`src/rtl/carc_pkg.sv`:
```
package carc_pkg;
	// ------------------------------------------------------------
	// Widths and encodings
	// ------------------------------------------------------------
	localparam int POS_W = 32;
	localparam logic [1:0] CODE_PREV = 2'h0;
	localparam logic [1:0] CODE_INIT = 2'h1;
	localparam logic [1:0] CODE_CALC = 2'h2;
	localparam logic [1:0] TGT_CYCLE = 2'h0;
	localparam logic [1:0] TGT_BASE = 2'h1;
	localparam logic [1:0] TGT_FEED = 2'h2;
	localparam logic [1:0] BASE_FEED = 2'h0;
	localparam logic [1:0] BASE_INIT = 2'h1;
	localparam logic [1:0] BASE_PREV = 2'h2;
	localparam logic [1:0] AXSEL_OUT = 2'h1;
	localparam logic [1:0] AXSEL_ENC = 2'h2;
	// ------------------------------------------------------------
	// Reset values
	// ------------------------------------------------------------
	localparam logic [1:0] RST_CODE = 2'h0;
	localparam logic [15:0] RST_CLUTCH = 16'h0000;
	localparam logic [15:0] RST_TIME_MS = 16'h0000;
	localparam logic [31:0] RST_POS = 32'h0000_0000;

	// Methods written by the host, latched at switching
	typedef struct packed {
		logic [1:0] main_cycle_set_method;
		logic [1:0] cam_restore_target;
		logic [1:0] cam_base_set_method;
		logic [1:0] cam_cycle_set_method;
		logic [1:0] main_axis_select;
	} carc_sel_t;

	// Numeric settings written by the host, latched at switching
	typedef struct packed {
		logic [31:0] main_cycle_init_value;
		logic [31:0] cam_base_init_value;
		logic [31:0] cam_cycle_init_value;
		logic [31:0] cam_cycle_length;
		logic [15:0] clutch_ctrl_setting;
		logic [15:0] clutch_smooth_system;
		logic [15:0] clutch_smooth_time;
		logic [15:0] cam_comp_time_const;
	} carc_val_t;

	// Live positions supplied by the axis logic
	typedef struct packed {
		logic [31:0] feed_pos;
		logic [31:0] input_axis_cycle;
		logic [31:0] last_base_pos;
		logic [31:0] last_cam_cycle;
	} carc_pos_t;
endpackage

```
`src/rtl/carc_code_hold.sv`:
```
`timescale 1ns/1ps
// Holds a two-bit selection code; only codes 0, 1, 2 replace the held one
module carc_code_hold (
	input wire logic ref_clk,
	input wire logic reset,
	input wire logic load,
	input wire logic [1:0] code_in,
	output logic [1:0] code_out,
	output logic bad
);
	import carc_pkg::*;
	logic [1:0] code_r;
	logic [1:0] code_nxt;
	logic bad_r;
	logic bad_nxt;

	// --------------------------------------------------------------
	// Next value
	// --------------------------------------------------------------
	always_comb begin
		code_nxt = code_r;
		bad_nxt = bad_r;
		if (load) begin
			// Code 3 would be undefined downstream, so keep the old one
			if (code_in == CODE_PREV || code_in == CODE_INIT || code_in == CODE_CALC) begin
				code_nxt = code_in;
				bad_nxt = 1'b0;
			end else begin
				bad_nxt = 1'b1;
			end
		end
	end

	always_ff @(posedge ref_clk or posedge reset) begin
		if (reset) begin
			code_r <= RST_CODE;
			bad_r <= 1'b0;
		end else begin
			code_r <= code_nxt;
			bad_r <= bad_nxt;
		end
	end

	assign code_out = code_r;
	assign bad = bad_r;
endmodule

```
`src/rtl/carc_restore.sv`:
```
`timescale 1ns/1ps
// Operation
// - Marked settings take effect only at cam control switching; old values stay meanwhile.
// - Main cycle method: 0 previous, 1 initial value, 2 calculated from input axis.
// - Restore target: 0 one-cycle value, 1 standard position, 2 feed value.
// - Base method for cycle restore: 0 feed, 1 initial base, 2 previous.
// - Save last standard position as previous; if none saved, store feed value.
// - For targets 1 and 2, cam cycle method: 0 previous, 1 initial, 2 main cycle.
// - Save last cam cycle value as previous; cleared at power-off.
// - Initial value unit follows axis selection: 1 output unit, 2 encoder unit.
// - Clutch smoothing and compensation time constants are milliseconds, reset zero.
// - Clutch control setting resets to 0000h.
module carc_restore (
	input wire logic ref_clk,
	input wire logic reset,
	input wire logic cam_switch,
	input wire logic cam_end,
	input wire logic base_saved_in,
	input wire carc_pkg::carc_sel_t sel_in,
	input wire carc_pkg::carc_val_t val_in,
	input wire carc_pkg::carc_pos_t pos_in,
	output carc_pkg::carc_val_t val_act,
	output logic [1:0] restore_target,
	output logic unit_from_encoder,
	output logic [31:0] main_cycle_start,
	output logic [31:0] cam_base_start,
	output logic [31:0] cam_cycle_start,
	output logic start_valid,
	output logic code_error
);
	import carc_pkg::*;

	// --------------------------------------------------------------
	// Validated selection codes
	// --------------------------------------------------------------
	logic [1:0] code_in [4];
	logic [1:0] code_q [4];
	logic [3:0] bad_q;
	assign code_in[0] = sel_in.main_cycle_set_method;
	assign code_in[1] = sel_in.cam_restore_target;
	assign code_in[2] = sel_in.cam_base_set_method;
	assign code_in[3] = sel_in.cam_cycle_set_method;

	// One holder per selection code, each loaded only at switching
	genvar gi;
	generate
		for (gi = 0; gi < 4; gi++) begin : g_code
			carc_code_hold u_hold (
				.ref_clk(ref_clk),
				.reset(reset),
				.load(cam_switch),
				.code_in(code_in[gi]),
				.code_out(code_q[gi]),
				.bad(bad_q[gi])
			);
		end
	endgenerate

	// --------------------------------------------------------------
	// Settings latch and previous-value store
	// --------------------------------------------------------------
	carc_val_t val_r;
	carc_val_t val_nxt;
	logic [1:0] axsel_r;
	logic [1:0] axsel_nxt;
	logic [31:0] prev_main_r;
	logic [31:0] prev_main_nxt;
	logic [31:0] prev_base_r;
	logic [31:0] prev_base_nxt;
	logic [31:0] prev_cycle_r;
	logic [31:0] prev_cycle_nxt;
	logic pending_r;
	logic pending_nxt;
	logic unit_enc_r;
	logic unit_enc_nxt;

	// Host data is only copied at switching, so a control in progress sees stable values
	always_comb begin
		val_nxt = val_r;
		axsel_nxt = axsel_r;
		prev_main_nxt = prev_main_r;
		prev_base_nxt = prev_base_r;
		prev_cycle_nxt = prev_cycle_r;
		pending_nxt = 1'b0;
		if (cam_switch) begin
			val_nxt = val_in;
			// Axis selection only 1 or 2 is meaningful; others keep the old unit
			if (sel_in.main_axis_select == AXSEL_OUT || sel_in.main_axis_select == AXSEL_ENC) begin
				axsel_nxt = sel_in.main_axis_select;
			end
			pending_nxt = 1'b1;
		end
		// At the end of a cam control the last values become the previous ones
		if (cam_end) begin
			prev_main_nxt = pos_in.input_axis_cycle;
			prev_cycle_nxt = pos_in.last_cam_cycle;
			// Without a saved standard position the feed value stands in
			prev_base_nxt = base_saved_in ? pos_in.last_base_pos : pos_in.feed_pos;
		end
		// Unit flag registered here so the output comes straight from a flip-flop
		unit_enc_nxt = (axsel_nxt == AXSEL_ENC);
	end

	// Reset models power-off: the previous values are lost
	always_ff @(posedge ref_clk or posedge reset) begin
		if (reset) begin
			val_r <= '{RST_POS, RST_POS, RST_POS, RST_POS, RST_CLUTCH, RST_TIME_MS, RST_TIME_MS, RST_TIME_MS};
			axsel_r <= AXSEL_OUT;
			prev_main_r <= RST_POS;
			prev_base_r <= RST_POS;
			prev_cycle_r <= RST_POS;
			pending_r <= 1'b0;
			unit_enc_r <= 1'b0;
		end else begin
			val_r <= val_nxt;
			axsel_r <= axsel_nxt;
			prev_main_r <= prev_main_nxt;
			prev_base_r <= prev_base_nxt;
			prev_cycle_r <= prev_cycle_nxt;
			pending_r <= pending_nxt;
			unit_enc_r <= unit_enc_nxt;
		end
	end

	// --------------------------------------------------------------
	// Start-value selection
	// --------------------------------------------------------------
	logic [31:0] main_start_r;
	logic [31:0] main_start_nxt;
	logic [31:0] base_start_r;
	logic [31:0] base_start_nxt;
	logic [31:0] cycle_start_r;
	logic [31:0] cycle_start_nxt;
	logic valid_r;
	logic valid_nxt;

	// Selection runs one cycle after switching, once the codes are held
	always_comb begin
		main_start_nxt = main_start_r;
		base_start_nxt = base_start_r;
		cycle_start_nxt = cycle_start_r;
		valid_nxt = 1'b0;
		if (pending_r) begin
			valid_nxt = 1'b1;
			unique case (code_q[0])
				CODE_PREV: main_start_nxt = prev_main_r;
				CODE_INIT: main_start_nxt = val_r.main_cycle_init_value;
				CODE_CALC: main_start_nxt = pos_in.input_axis_cycle;
				default: main_start_nxt = main_start_r;
			endcase
			if (code_q[1] == TGT_CYCLE) begin
				// Cycle restore searches from a standard position
				unique case (code_q[2])
					BASE_FEED: base_start_nxt = pos_in.feed_pos;
					BASE_INIT: base_start_nxt = val_r.cam_base_init_value;
					BASE_PREV: base_start_nxt = prev_base_r;
					default: base_start_nxt = base_start_r;
				endcase
				cycle_start_nxt = cycle_start_r;
			end else begin
				// Base or feed restore: the cycle value is the given one
				base_start_nxt = (code_q[1] == TGT_FEED) ? pos_in.feed_pos : base_start_r;
				unique case (code_q[3])
					CODE_PREV: cycle_start_nxt = prev_cycle_r;
					CODE_INIT: cycle_start_nxt = val_r.cam_cycle_init_value;
					CODE_CALC: cycle_start_nxt = main_start_nxt;
					default: cycle_start_nxt = cycle_start_r;
				endcase
			end
		end
	end

	always_ff @(posedge ref_clk or posedge reset) begin
		if (reset) begin
			main_start_r <= RST_POS;
			base_start_r <= RST_POS;
			cycle_start_r <= RST_POS;
			valid_r <= 1'b0;
		end else begin
			main_start_r <= main_start_nxt;
			base_start_r <= base_start_nxt;
			cycle_start_r <= cycle_start_nxt;
			valid_r <= valid_nxt;
		end
	end

	// --------------------------------------------------------------
	// Outputs, all from flip-flops
	// --------------------------------------------------------------
	logic err_r;
	always_ff @(posedge ref_clk or posedge reset) begin
		if (reset) begin
			err_r <= 1'b0;
		end else begin
			err_r <= |bad_q;
		end
	end

	assign val_act = val_r;
	assign restore_target = code_q[1];
	assign unit_from_encoder = unit_enc_r;
	assign main_cycle_start = main_start_r;
	assign cam_base_start = base_start_r;
	assign cam_cycle_start = cycle_start_r;
	assign start_valid = valid_r;
	assign code_error = err_r;
endmodule

```
`config.mk`:
```
export PLATFORM = sky130hd
export DESIGN_NAME = carc_restore
export DESIGN_NICKNAME = d
export VERILOG_FILES = /design/src/rtl/carc_pkg.sv /design/src/rtl/carc_code_hold.sv /design/src/rtl/carc_restore.sv
export SDC_FILE = /design/constraint.sdc
export NUM_CORES = 1
export LEC_CHECK = 0
export BUFFER_PORTS_ARGS = -buffer_cell sky130_fd_sc_hd__buf_4
export CORE_AREA = 4 4 241 243
export CTS_CLUSTER_DIAMETER = 50
export DETAILED_ROUTE_END_ITERATION = 7
export DIE_AREA = 0 0 245 247
export RECOVER_POWER = 100
export SLEW_MARGIN = 30
export SYNTH_ARGS = -nofsm -noshare
export SYNTH_HDL_FRONTEND = slang
export SYNTH_SLANG_ARGS = --single-unit
```
`constraint.sdc`:
```
create_clock -name ref_clk -period 11.1 [get_ports ref_clk]
set_input_delay 0.555 -clock ref_clk [delete_from_list [all_inputs] [get_ports ref_clk]]
set_output_delay 0.555 -clock ref_clk [all_outputs]
set_load 0.01 [all_outputs]
```
==> run_results.csv <==
group,metric,value,unit
run_status,outcome,"finished with violations",
run_status,violations,"max-capacitance violations, max-slew violations",
global_routing,antenna_found_initial,4,
floorplanning,coreArea,56000,sq um
worst_setup_path,r2r_setup_slack,6.57,ns
worst_setup_path,worstSetupEndpointType,"register",
min_path,worstHoldPathType,"input port to register",
clock_tree,ctsHtreeMaxLevel,2,
placement,placement.io_buffers,627,
layout,area_growth,34.2,%
floorplanning,initial_core_util,0.312,
sta,rsz0062_at_grt,"false",
layout,drive_gt1_frac,0.360,
drt,ant_nets,0,
sta,relSlewSlack,-1.71,
global_routing,grt_start_max_net_pins,153,
clock_tree,cts_resized,0,
clock_tree,numCtsBuffers,53,
floorplanning,rows,87,
floorplanning,io_pins,628,
yosys,synth.avg_cell_area,12.9,sq um
worst_setup_path,worstPathRequired,11.55,ns
worst_setup_path,critical_path.max_fanout,65,
worst_setup_path,arrival,6.18,ns
power_and_ir_drop,power_density,193,nW/um^2
sta,tns,0,ns
clock_tree,cts_setup_buffers,0,
sta,worst_slew_pin_slew,4.06,ns
clock_tree,clkTransAtPathRegs,0.06,ns
floorplanning,dieArea,60500,sq um
power_and_ir_drop,ir_drop,117,uV
sta,slew_violations,480,
worst_setup_path,cp_slowest_cell,"clkbuf_1",
clock_tree,tritoncts,"yes",
layout,layout_commonest_cell,"dfrtp_1",
yosys,yosys_warnings,0,
yosys,synth_cell_type_count,32,
worst_setup_path,start_kind,"input port",
drt,vias_per_cell,4.76,
clock_tree,clock_sinks,402,
layout,layout_common_cells,"dfrtp_1, buf_4, clkbuf_1",
drt,drc,0,
yosys,synth.net_count,1698,
layout,nNetsFinal,2303,
placement,dpl.hpwl,41.3,mm
drt,wl,56.9,mm
sta,fin_ws,5.37,ns
global_routing,grt_pass1_vias,13933,
min_path,hold_path_end,"val_act[91]",
power_and_ir_drop,p_leak,10.1,nW
global_routing,grt_pass1_wl,85.1,mm
run,maxCapViolCount,9,
worst_setup_path,crit_chain,"clkbuf_1 > buf_4 > clkbuf_1 > buf_16 > mux2_2",
worst_setup_path,reg2regPathDepth,4,
drt,routedWlPerCell,20.6,um
worst_setup_path,reg2reg_from,"pending_r",
sta,max_freq,174,MHz
yosys,netlist_area,17400,sq um
clock_tree,cts.hold.buffers_added,0,
worst_setup_path,cpMostUsedCell,"clkbuf_1",
yosys,synth_flop_cell,"dfrtp_1",
sta,fin_skew,0.0164,ns
yosys,ys_seq_area_frac,0.577,
sta,setup-violations-final,0,
floorplanning,die_h,247,um
floorplanning,die_w,245,um
global_routing,grt_overflow,0,
clock_tree,clock-root-buffer,"clkbuf_16",
yosys,ys_async_sr_fraction,1.00,
placement,gp_congestion,0.822,
min_path,holdCritStartpoint,"val_in[91]",
clock_tree,insertion_delay,0.58,ns
drt,first_pass_iters,4,
yosys,syn_inst,1357,
worst_setup_path,worstSetupPathType,"input port to register",
worst_setup_path,slowest_delay,2.44,ns
min_path,whs_path_depth,2,
sta,hold_viol,0,
drt,drt_iter0_markers,647,
drt,vias,13140,
worst_setup_path,reg2reg_to,"cam_cycle_start[25]",
sta,min_period_over_period,0.516,
placement,dp_slack,7.85,ns
yosys,synth-edff-count,0,
sta,final.min_clock_period,5.73,ns
clock_tree,ctsLongestPathBuffers,3,
yosys,synth_seq_cells,402,
global_routing,track_usage,0.182,
-- state kept, by name, summed over array words and instances (netlist names) --
name                    flops
axsel_r                     2
main_cycle_start           32
g_code.u_hold.code_out      8
g_code.u_hold.bad           4
start_valid                 1
pending_r                   1
prev_base_r                32
prev_cycle_r               32
code_error                  1
unit_from_encoder           1
cam_base_start             32
val_act                   192
prev_main_r                32
cam_cycle_start            32
-- critical path, delay by kind of cell --
| kind | cells | cell delay (ns) |
|---|---|---|
| buf+inv | 4 | 5.08 |
| mux | 1 | 0.38 |
-- power breakdown --
group	total, mW	internal, mW	switching, mW	leakage [nW]
registers	1.85	1.69	0.162	4.74
logic	0.890	0.392	0.498	4.47
clock network	1.77	1.10	0.673	0.894
total	4.51	3.18	1.33	10.1
-- kinds of logic (layout without fill, tap and decap cells) --
kind of cell             after synthesis  count (layout)  share of synthesized area
AO/OA/AOI/OAI                        234             234                     0.0760
adder cells (fa/ha/maj)                6               6                    0.00430
buffers and inverters                108             757                     0.0299
flip-flops                           402             402                      0.577
multiplexers                         352             352                      0.252
other                                  0               1                          0
AND/OR/NAND/NOR                      255             255                     0.0609
-- worst max-delay path by stage --
stage / startpoint / end / slack, ns
floorplan: reset / axsel_r[1] / 5.13
global placement: cam_switch / val_act[27] / 7.75
detailed placement: cam_switch / val_act[17] / 7.85
CTS: cam_switch / val_act[17] / 8.48
global route: cam_switch / val_act[19] / 4.93
finish: cam_switch / val_act[9] / 5.37
-- Yosys cell counts (29+ instances only) --
master,n,share of area
dfrtp_1,401,0.58
mux2_2,260,0.17
nand2_1,159,0.034
o21ai_0,90,0.026
nor2_1,57,0.012
clkbuf_1,43,0.0093
buf_2,42,0.012
o21ai_1,42,0.012
a21oi_1,35,0.010
a22oi_1,32,0.014
mux2i_1,32,0.018
a31oi_1,31,0.011
nand2b_1,31,0.011
mux4_2,29,0.037
-- stage by stage --
step / total power [mW] / std cells / util / cell area (sq um) / hold WS, ns
3_5_place_dp: 2.97 / 2661 / 0.408 / 22800 / 0.471
3_3_place_gp: 2.94 / 2660 / 0.407 / 22800 / 0.466
6_report: 4.51 / 2763 / 0.419 / 23400 / 0.208
2_1_floorplan: 2.38 / 1357 / - / 17400 / 0.349
4_1_cts: 4.77 / 2760 / 0.441 / 24700 / 0.153
5_1_grt: 4.76 / 2762 / 0.419 / 23400 / 0.173
-- final cells by class --
| class | count | area, sq um |
|---|---|---|
| Antenna cell | 1 | 2.50 |
| Multi-Input combinational cell | 847 | 6770 |
| Clock inverter | 23 | 320 |
| Clock buffer | 76 | 1510 |
| Tap cell | 756 | 946 |
| Fill cell | 5581 | 32500 |
| Inverter | 13 | 50.0 |
| Timing Repair Buffer | 645 | 3750 |
| Sequential cell | 402 | 10100 |
-- metal layers --
metal,up-vias,GRT usage,share of wire
met1,6528,0.217,0.39
li1,6051,-,-
met3,101,0.0586,0.082
met5,-,0,0.00097
met2,452,0.313,0.50
met4,8,0.0618,0.031
Power figures use the tool's default switching activity.
